===== config.mk =====
export PLATFORM = sky130hd
export DESIGN_NAME = cllu_top
export DESIGN_NICKNAME = d
export VERILOG_FILES = /design/src/core/cllu_pkg.sv /design/src/core/cllu_table_eval.sv /design/src/core/cllu_top.sv
export SDC_FILE = /design/constraint.sdc
export NUM_CORES = 1
export LEC_CHECK = 0
export BUFFER_PORTS_ARGS = -buffer_cell sky130_fd_sc_hd__buf_2
export CAP_MARGIN = 20
export CORE_MARGIN = 2
export CORE_UTILIZATION = 45
export CTS_CLUSTER_DIAMETER = 40
export CTS_CLUSTER_SIZE = 20
export DETAILED_ROUTE_END_ITERATION = 6
export GPL_TIMING_DRIVEN = 0
export PLACE_DENSITY = 0.75
export SYNTH_ARGS = -nofsm -noshare
export SYNTH_HDL_FRONTEND = slang
export SYNTH_SLANG_ARGS = --single-unit

===== constraint.sdc =====
create_clock -name aclk -period 2.86 [get_ports aclk]
set_clock_uncertainty 0.1 [all_clocks]
set_input_delay 0.429 -clock aclk [delete_from_list [all_inputs] [get_ports aclk]]
set_output_delay 0.429 -clock aclk [all_outputs]
set_load 0.02 [all_outputs]

===== src/core/cllu_pkg.sv =====
/*
 * Package for the table input-select and truth-table block.
 * Assumes a 32-bit AXI4-Lite register bus with one register per aligned word.
 */
package cllu_pkg;
    // ==========================================================
    // Register indexes (printed offsets; byte address = 4 * index)
    localparam logic [7:0] IDX_LUT0_SRC_SEL_IN0_IN1 = 8'h06;
    localparam logic [7:0] IDX_LUT0_SRC_SEL_IN2     = 8'h07;
    localparam logic [7:0] IDX_LUT0_OUTPUT_TABLE    = 8'h08;
    localparam logic [7:0] IDX_LUT1_SRC_SEL_IN0_IN1 = 8'h0a;
    localparam logic [7:0] IDX_LUT1_SRC_SEL_IN2     = 8'h0b;
    localparam logic [7:0] IDX_LUT1_OUTPUT_TABLE    = 8'h0c;
    localparam logic [7:0] IDX_TABLE_STRIDE         = 8'h04;
    // Own control register: enable bits and clock-origin bits
    localparam logic [7:0] IDX_TABLE_CONTROL        = 8'h10;
    localparam logic [7:0] IDX_TABLE_STATUS         = 8'h11;
    // ==========================================================
    // Field positions and reset values
    localparam int          CTL_ENABLE_POS   = 0;
    localparam int          CTL_CLKORG_POS   = 4;
    localparam int          SEL_HIGH_POS     = 4;
    localparam logic [7:0]  REG_RESET        = 8'h00;
    localparam logic [1:0]  RESP_OKAY        = 2'b00;
    localparam logic [1:0]  RESP_SLVERR      = 2'b10;
    // ==========================================================
    // Source selector codes
    localparam logic [3:0] SRC_MASK     = 4'h0;
    localparam logic [3:0] SRC_FEEDBACK = 4'h1;
    localparam logic [3:0] SRC_LINK     = 4'h2;
    localparam logic [3:0] SRC_EVENT0   = 4'h3;
    localparam logic [3:0] SRC_EVENT1   = 4'h4;
    localparam logic [3:0] SRC_IO       = 4'h5;
    localparam logic [3:0] SRC_COMP     = 4'h6;
    localparam logic [3:0] SRC_CAPT     = 4'h7;
    localparam logic [3:0] SRC_TIMA     = 4'h8;
    localparam logic [3:0] SRC_CTLT     = 4'h9;
    localparam logic [3:0] SRC_USART    = 4'ha;
    localparam logic [3:0] SRC_SPI      = 4'hb;

    // Per-input peripheral sources for one input index
    typedef struct packed {
        logic io_pin;
        logic timer_a_waveform;
        logic control_timer_waveform;
        logic usart_sig;
        logic spi_sig;
    } cllu_src_t;

    // Per-table configuration
    typedef struct packed {
        logic [3:0] input_zero_source;
        logic [3:0] input_one_source;
        logic [3:0] input_two_source;
        logic [7:0] output_table_bits;
        logic       table_clock_origin;
    } cllu_cfg_t;
endpackage


===== src/core/cllu_table_eval.sv =====
/*
 * One three-input table: source muxing and truth-table lookup.
 * Assumes all sources are synchronous to aclk; output is registered.
 */
`timescale 1ns/100ps
`default_nettype none
module cllu_table_eval
    import cllu_pkg::*;
(
    // Clock and reset
    input  wire logic             aclk,
    input  wire logic             aresetn,
    // Configuration
    input  wire cllu_cfg_t        cfg,
    input  wire logic             enable,
    // Shared sources
    input  wire logic             feedback,
    input  wire logic             link,
    input  wire logic [1:0]       event_in,
    input  wire logic             comparator_output,
    input  wire logic             capture_timer_waveform,
    input  wire logic             spi_valid,
    input  wire logic             usart_valid,
    input  wire cllu_src_t [2:0]  src,
    // Result
    output var  logic [2:0]       table_input_vector,
    output var  logic             table_out
);
    // ==========================================================
    // Source selection
    logic [2:0] sel_vec;
    logic [3:0] code [3];

    assign code[0] = cfg.input_zero_source;
    assign code[1] = cfg.input_one_source;
    assign code[2] = cfg.input_two_source;

    // One mux per input; invalid or reserved picks read low
    genvar gi;
    generate
        for (gi = 0; gi < 3; gi++)
        begin : g_in
            always_comb
            begin
                case (code[gi])
                    SRC_MASK:     sel_vec[gi] = 1'b0;
                    SRC_FEEDBACK: sel_vec[gi] = feedback;
                    SRC_LINK:     sel_vec[gi] = link;
                    SRC_EVENT0:   sel_vec[gi] = event_in[0];
                    SRC_EVENT1:   sel_vec[gi] = event_in[1];
                    SRC_IO:       sel_vec[gi] = src[gi].io_pin;
                    SRC_COMP:     sel_vec[gi] = comparator_output;
                    SRC_CAPT:     sel_vec[gi] = capture_timer_waveform;
                    SRC_TIMA:     sel_vec[gi] = src[gi].timer_a_waveform;
                    SRC_CTLT:     sel_vec[gi] = src[gi].control_timer_waveform;
                    // Input two has no USART source
                    SRC_USART:    sel_vec[gi] = (gi != 2) && usart_valid && src[gi].usart_sig;
                    SRC_SPI:      sel_vec[gi] = spi_valid && src[gi].spi_sig;
                    default:      sel_vec[gi] = 1'b0;
                endcase
            end
        end
    endgenerate

    // Input two forced low when it clocks the table
    logic [2:0] idx;
    assign idx = {sel_vec[2] & ~cfg.table_clock_origin, sel_vec[1:0]};

    // ==========================================================
    // Registered lookup, held low while disabled
    always_ff @(posedge aclk)
    begin
        if (!aresetn)
        begin
            table_out          <= 1'b0;
            table_input_vector <= 3'b000;
        end
        else
        begin
            table_input_vector <= idx;
            table_out          <= enable & cfg.output_table_bits[idx];
        end
    end
endmodule
`default_nettype wire


===== src/core/cllu_top.sv =====
/*
 * Configurable logic unit: input selection and truth tables for two tables,
 * with an AXI4-Lite register slave.
 * Assumes all peripheral sources are synchronous to aclk.
 */
`timescale 1ns/100ps
`default_nettype none
module cllu_top
    import cllu_pkg::*;
(
    // Clock and reset
    input  wire logic         aclk,
    input  wire logic         aresetn,
    // AXI4-Lite write address
    input  wire logic [31:0]  s_axi_awaddr,
    input  wire logic         s_axi_awvalid,
    output var  logic         s_axi_awready,
    // AXI4-Lite write data
    input  wire logic [31:0]  s_axi_wdata,
    input  wire logic [3:0]   s_axi_wstrb,
    input  wire logic         s_axi_wvalid,
    output var  logic         s_axi_wready,
    // AXI4-Lite write response
    output var  logic [1:0]   s_axi_bresp,
    output var  logic         s_axi_bvalid,
    input  wire logic         s_axi_bready,
    // AXI4-Lite read address
    input  wire logic [31:0]  s_axi_araddr,
    input  wire logic         s_axi_arvalid,
    output var  logic         s_axi_arready,
    // AXI4-Lite read data
    output var  logic [31:0]  s_axi_rdata,
    output var  logic [1:0]   s_axi_rresp,
    output var  logic         s_axi_rvalid,
    input  wire logic         s_axi_rready,
    // Shared sources
    input  wire logic [1:0]   event_in,
    input  wire logic         comparator_output,
    input  wire logic         capture_timer_waveform,
    input  wire logic         spi_host_mode,
    input  wire logic         usart_mode_ok,
    // Per-table, per-input sources
    input  wire cllu_src_t [2:0] lut0_src,
    input  wire cllu_src_t [2:0] lut1_src,
    // Table outputs
    output var  logic [1:0]   table_out
);
    // ==========================================================
    // Register storage
    cllu_cfg_t  cfg_reg [2];
    logic [1:0] enable_reg;
    logic [1:0] clkorg_reg;

    // ==========================================================
    // Write channel: address and data latched in either order
    logic        aw_held_reg;
    logic        w_held_reg;
    logic [31:0] awaddr_reg;
    logic [31:0] wdata_reg;
    logic [3:0]  wstrb_reg;
    logic        do_write;

    assign s_axi_awready = !aw_held_reg && !s_axi_bvalid;
    assign s_axi_wready  = !w_held_reg && !s_axi_bvalid;
    assign do_write      = aw_held_reg && w_held_reg && !s_axi_bvalid;

    // Capture halves as they arrive
    always_ff @(posedge aclk)
    begin
        if (!aresetn)
        begin
            aw_held_reg <= 1'b0;
            w_held_reg  <= 1'b0;
            awaddr_reg  <= 32'h0000_0000;
            wdata_reg   <= 32'h0000_0000;
            wstrb_reg   <= 4'h0;
        end
        else
        begin
            if (s_axi_awvalid && s_axi_awready)
            begin
                aw_held_reg <= 1'b1;
                awaddr_reg  <= s_axi_awaddr;
            end
            else if (do_write)
            begin
                aw_held_reg <= 1'b0;
            end
            if (s_axi_wvalid && s_axi_wready)
            begin
                w_held_reg <= 1'b1;
                wdata_reg  <= s_axi_wdata;
                wstrb_reg  <= s_axi_wstrb;
            end
            else if (do_write)
            begin
                w_held_reg <= 1'b0;
            end
        end
    end

    // Address decode of the held write
    logic [7:0] widx;
    logic       wmapped;
    logic       wtable;
    logic [1:0] wkind;
    assign widx = awaddr_reg[9:2];

    always_comb
    begin
        wmapped = 1'b1;
        wtable  = 1'b0;
        wkind   = 2'd0;
        if (widx == IDX_LUT0_SRC_SEL_IN0_IN1)
            wkind = 2'd0;
        else if (widx == IDX_LUT0_SRC_SEL_IN2)
            wkind = 2'd1;
        else if (widx == IDX_LUT0_OUTPUT_TABLE)
            wkind = 2'd2;
        else if (widx == IDX_LUT1_SRC_SEL_IN0_IN1)
        begin
            wtable = 1'b1;
            wkind  = 2'd0;
        end
        else if (widx == IDX_LUT1_SRC_SEL_IN2)
        begin
            wtable = 1'b1;
            wkind  = 2'd1;
        end
        else if (widx == IDX_LUT1_OUTPUT_TABLE)
        begin
            wtable = 1'b1;
            wkind  = 2'd2;
        end
        else if (widx == IDX_TABLE_CONTROL)
            wkind = 2'd3;
        else if (widx == IDX_TABLE_STATUS)
            wmapped = 1'b0;
        else
            wmapped = 1'b0;
    end

    // Table registers; locked while the table runs
    always_ff @(posedge aclk)
    begin
        if (!aresetn)
        begin
            for (int t = 0; t < 2; t++)
            begin
                cfg_reg[t].input_zero_source <= REG_RESET[3:0];
                cfg_reg[t].input_one_source  <= REG_RESET[3:0];
                cfg_reg[t].input_two_source  <= REG_RESET[3:0];
                cfg_reg[t].output_table_bits <= REG_RESET;
                cfg_reg[t].table_clock_origin <= 1'b0;
            end
        end
        else if (do_write && wmapped && wkind != 2'd3 && wstrb_reg[0] && !enable_reg[wtable])
        begin
            case (wkind)
                2'd0:
                begin
                    cfg_reg[wtable].input_zero_source <= wdata_reg[3:0];
                    cfg_reg[wtable].input_one_source  <= wdata_reg[SEL_HIGH_POS +: 4];
                end
                2'd1:    cfg_reg[wtable].input_two_source  <= wdata_reg[3:0];
                default: cfg_reg[wtable].output_table_bits <= wdata_reg[7:0];
            endcase
        end
    end

    // Control register: enables and clock-origin bits
    always_ff @(posedge aclk)
    begin
        if (!aresetn)
        begin
            enable_reg <= 2'b00;
            clkorg_reg <= 2'b00;
        end
        else if (do_write && wmapped && wkind == 2'd3 && wstrb_reg[0])
        begin
            enable_reg <= wdata_reg[CTL_ENABLE_POS +: 2];
            clkorg_reg <= wdata_reg[CTL_CLKORG_POS +: 2];
        end
    end

    // Write response; a locked write still answers OKAY
    always_ff @(posedge aclk)
    begin
        if (!aresetn)
        begin
            s_axi_bvalid <= 1'b0;
            s_axi_bresp  <= RESP_OKAY;
        end
        else if (do_write)
        begin
            s_axi_bvalid <= 1'b1;
            s_axi_bresp  <= wmapped ? RESP_OKAY : RESP_SLVERR;
        end
        else if (s_axi_bready)
        begin
            s_axi_bvalid <= 1'b0;
        end
    end

    // ==========================================================
    // Read channel: one-cycle answer from registers
    logic [7:0]  ridx;
    logic [31:0] rword;
    logic        rmapped;
    assign ridx          = s_axi_araddr[9:2];
    assign s_axi_arready = !s_axi_rvalid;

    always_comb
    begin
        rword   = 32'h0000_0000;
        rmapped = 1'b1;
        if (ridx == IDX_LUT0_SRC_SEL_IN0_IN1)
            rword[7:0] = {cfg_reg[0].input_one_source, cfg_reg[0].input_zero_source};
        else if (ridx == IDX_LUT0_SRC_SEL_IN2)
            rword[3:0] = cfg_reg[0].input_two_source;
        else if (ridx == IDX_LUT0_OUTPUT_TABLE)
            rword[7:0] = cfg_reg[0].output_table_bits;
        else if (ridx == IDX_LUT0_SRC_SEL_IN0_IN1 + IDX_TABLE_STRIDE)
            rword[7:0] = {cfg_reg[1].input_one_source, cfg_reg[1].input_zero_source};
        else if (ridx == IDX_LUT1_SRC_SEL_IN2)
            rword[3:0] = cfg_reg[1].input_two_source;
        else if (ridx == IDX_LUT1_OUTPUT_TABLE)
            rword[7:0] = cfg_reg[1].output_table_bits;
        else if (ridx == IDX_TABLE_CONTROL)
        begin
            rword[CTL_ENABLE_POS +: 2] = enable_reg;
            rword[CTL_CLKORG_POS +: 2] = clkorg_reg;
        end
        else if (ridx == IDX_TABLE_STATUS)
            rword[1:0] = table_out;
        else
            rmapped = 1'b0;
    end

    // Read data register
    always_ff @(posedge aclk)
    begin
        if (!aresetn)
        begin
            s_axi_rvalid <= 1'b0;
            s_axi_rdata  <= 32'h0000_0000;
            s_axi_rresp  <= RESP_OKAY;
        end
        else if (s_axi_arvalid && s_axi_arready)
        begin
            s_axi_rvalid <= 1'b1;
            s_axi_rdata  <= rword;
            s_axi_rresp  <= rmapped ? RESP_OKAY : RESP_SLVERR;
        end
        else if (s_axi_rready)
        begin
            s_axi_rvalid <= 1'b0;
        end
    end

    // ==========================================================
    // Two tables; each links to the other, feeds back its own output
    cllu_cfg_t cfg_full [2];
    genvar gt;
    generate
        for (gt = 0; gt < 2; gt++)
        begin : g_tab
            always_comb
            begin
                cfg_full[gt]                    = cfg_reg[gt];
                cfg_full[gt].table_clock_origin = clkorg_reg[gt];
            end
            cllu_table_eval u_tab (
                .aclk                   (aclk),
                .aresetn                (aresetn),
                .cfg                    (cfg_full[gt]),
                .enable                 (enable_reg[gt]),
                .feedback               (table_out[gt]),
                .link                   (table_out[1 - gt]),
                .event_in               (event_in),
                .comparator_output      (comparator_output),
                .capture_timer_waveform (capture_timer_waveform),
                .spi_valid              (spi_host_mode),
                .usart_valid            (usart_mode_ok),
                .src                    (gt == 0 ? lut0_src : lut1_src),
                .table_input_vector     (),
                .table_out              (table_out[gt])
            );
        end
    endgenerate
endmodule
`default_nettype wire


==> flow_summary.json <==
{
  "syn_area_per_cell_um2": 9.182,
  "row_count": 37,
  "cp_slowest_cell": "nor3_4",
  "end_kind": "flop",
  "maxCapViolCount": 0,
  "clkSlewWorstSetupHoldPaths_ns": 0.09,
  "slowest_delay_ns": 0.39,
  "async_flop_share": 0,
  "ys_ff_latch": 77,
  "antenna_found_initial": 0,
  "crit_chain": "nor3_4 > o211ai_2 > mux2_4 > nor3b_1 > a31oi_1 > nor2_1",
  "nets": 787,
  "die_area_mm2": 0.01151,
  "p_leak_nw": 2.381,
  "crit_fanout": 10,
  "crit_type": "flop to flop",
  "ys_warn_count": 0,
  "synth_edf_count": 40,
  "fp.dieW_um": 107.3,
  "synth_seq_area_share": 0.4044,
  "setup_violations": 0,
  "globalRouteOverflowTotal": 0,
  "area_growth_pct": 18.47,
  "slew_headroom": 0.4884,
  "hold_viol": 0,
  "syn_inst": 523,
  "gp_congestion": 0.9489,
  "post_dp_cell_area_mm2": 0.005461,
  "max_freq_mhz": 389.6,
  "drc_errors": 0,
  "ys.flop_type": "edfxtp_1",
  "port-buffer-count": 79,
  "start_util": 0.4652,
  "ios": 186,
  "cts_tree": "built",
  "crit_required_ns": 2.78,
  "peakVddDrop_mv": 0.2491,
  "cp.arrival_ns": 2.48,
  "clock_sinks": 77,
  "final_cell_area_mm2": 0.005689,
  "first_global_vias": 3911,
  "nFillCells": 952,
  "rsz0062_at_grt": "no",
  "vias": 4203,
  "core_mm2": 0.01032,
  "ys_types": 66,
  "reg2reg_depth": 6,
  "setup-tns-final_ns": 0,
  "grt_use_total": 0.2227,
  "grt_max_degree": 15,
  "start_kind": "flop",
  "ant_nets": 0,
  "hpwlAfterDp_mm": 10.00,
  "netlist_area_mm2": 0.004802,
  "hold_path.class": "primary input to flop",
  "timing.final.crit_share": 0.8975,
  "power_density_mw_per_mm2": 444.2,
  "maxSlewViolCount": 0,
  "drtPass1Iterations": 5,
  "root_buffer": "clkbuf_8",
  "routed_wl_mm": 12.64,
  "seqCellArea_mm2": 0.001942,
  "cts_htree_levels": 3,
  "min_period_ns": 2.567,
  "cts_made_buffers": 9,
  "run_status": "complete, no violations",
  "vias_per_cell": 5.395,
  "holdPathStages": 2,
  "holdBufCountCts": 0,
  "die_h_um": 107.3,
  "wl_per_cell_um": 16.23,
  "worst_pin_slew_ns": 0.7567,
  "r2r_setup_slack_ns": 0.29,
  "grt_pass1_wl_mm": 19.75,
  "clockBufferDepth": 2,
  "multi_input_area_mm2": 0.002569,
  "largest_reg_flops": 40,
  "drive_above_1_share": 0.2675,
  "antennaDiodeCount": 0,
  "clock_latency_ns": 0.35,
  "drtIter0Drc": 366
}
-- power breakdown --
| part | leakage (nW) | internal (mW) | total, mW | switching (mW) |
|---|---|---|---|---|
| registers | 0.715 | 1.20 | 1.25 | 0.0501 |
| clock network | 0.105 | 0.433 | 0.854 | 0.421 |
| logic | 1.56 | 0.169 | 0.418 | 0.249 |
| total | 2.38 | 1.81 | 2.53 | 0.720 |
-- cells in the mapped netlist, types with 2 or more instances --
cell type	instances	area, um^2
a21oi_1	60	300.3
nand2_1	60	225.2
edfxtp_1	40	1201
dfxtp_1	37	740.7
o21ai_0	29	145.1
buf_4	28	210.2
nor2_1	24	90.09
mux2i_1	23	230.2
and2_1	19	118.9
inv_1	19	71.32
clkbuf_1	15	56.30
nand3_1	15	75.07
nor3_1	15	75.07
a31oi_1	9	56.30
and2_2	8	60.06
and3_1	8	50.05
mux2_2	7	78.83
nand2b_1	7	43.79
a211oi_1	6	45.04
ha_1	6	75.07
nor2b_1	6	37.54
mux4_2	5	112.6
nand3b_1	5	37.54
buf_6	4	45.04
o211ai_1	4	30.03
a22o_1	3	26.28
a22oi_1	3	22.52
buf_2	3	15.01
nand4_1	3	18.77
nor3b_1	3	22.52
o21a_1	3	22.52
o2bb2ai_1	3	26.28
or3_1	3	18.77
and2b_1	2	15.01
and4b_1	2	20.02
mux2_4	2	30.03
nor3_4	2	32.53
nor4_4	2	42.54
o221ai_1	2	17.52
o22ai_1	2	12.51
-- logic make-up after synthesis --
logic type               share of synthesized area
adder cells (fa/ha/maj)                    0.01563
other                                    0.0007809
XOR/XNOR                                  0.003648
AO/OA/AOI/OAI                               0.1790
multiplexers                               0.09406
flip-flops                                  0.4044
buffers and inverters                      0.08468
AND/OR/NAND/NOR                             0.2178
-- per-layer routing --
layer,vias up,GRT usage,routed length (um)
li1,2070,-,-
met1,1909,0.2939,5700
met2,189,0.3653,5742
met3,35,0.04358,832
met4,0,0.07699,364
met5,-,0,0
-- critical path, delay by kind of cell (launching register included) --
family	cells	cell delay, ns
and+or+nand+nor	3	1.08
AOI/OAI and AO/OA	2	0.36
DFF	1	0.34
muxes	1	0.35
-- timing repair --
action	in CTS	in global routing
pin swaps	0	0
buffers inserted	0	0
resized for setup	1	3
endpoints found under the setup margin	8	20
-- final timing paths --
kind / start / end
hold / removal: s_axi_rready / s_axi_rvalid$_SDFFE_PN0P_
setup reg to reg: awaddr_reg[9]$_SDFFE_PN0P_ / cfg_reg[1][9]$_DFFE_PP_
hold reg to reg: s_axi_rresp[1]$_SDFFE_PN0P_ / s_axi_rresp[1]$_SDFFE_PN0P_
setup / recovery: awaddr_reg[9]$_SDFFE_PN0P_ / cfg_reg[1][9]$_DFFE_PP_
-- cell type report --
type / instances / share of cell area
buffer: 52 / 0.05894
clock inverter: 6 / 0.01210
tap: 136 / 0.02991
multi-input combinational: 400 / 0.4515
sequential: 77 / 0.3413
inverter: 19 / 0.01254
clock buffer: 10 / 0.02419
timing repair buffer: 79 / 0.06950
-- metrics by stage --
stage	util	hold WS, ns	cells	power, mW	worst slack, ns
5_1_grt	0.5511	0.1621	779	2.639	0.06509
6_report	0.5511	0.1560	779	2.527	0.2931
4_1_cts	0.5495	0.1413	779	2.537	0.09323
3_3_place_gp	0.5290	0.3590	763	1.681	-0.1837
3_5_place_dp	0.5290	0.3620	763	1.692	-0.2354
2_1_floorplan	-	0.3486	548	1.551	0.3062
-- cell usage in the layout, fill, tap and decap left out, types with 9 or more instances in the layout --
cell type / netlist / layout
nand3_1: 15 / 15
inv_1: 19 / 19
edfxtp_1: 40 / 40
buf_2: 3 / 82
nand2_1: 60 / 60
nor2_1: 24 / 24
buf_4: 28 / 28
nor3_1: 15 / 12
clkbuf_8: 0 / 10
and2_1: 19 / 19
dfxtp_1: 37 / 37
mux2i_1: 23 / 23
a31oi_1: 9 / 9
conb_1: 1 / 26
a21oi_1: 60 / 60
clkbuf_1: 15 / 15
o21ai_0: 29 / 29
Note: power is estimated with default switching activity, not from simulation.
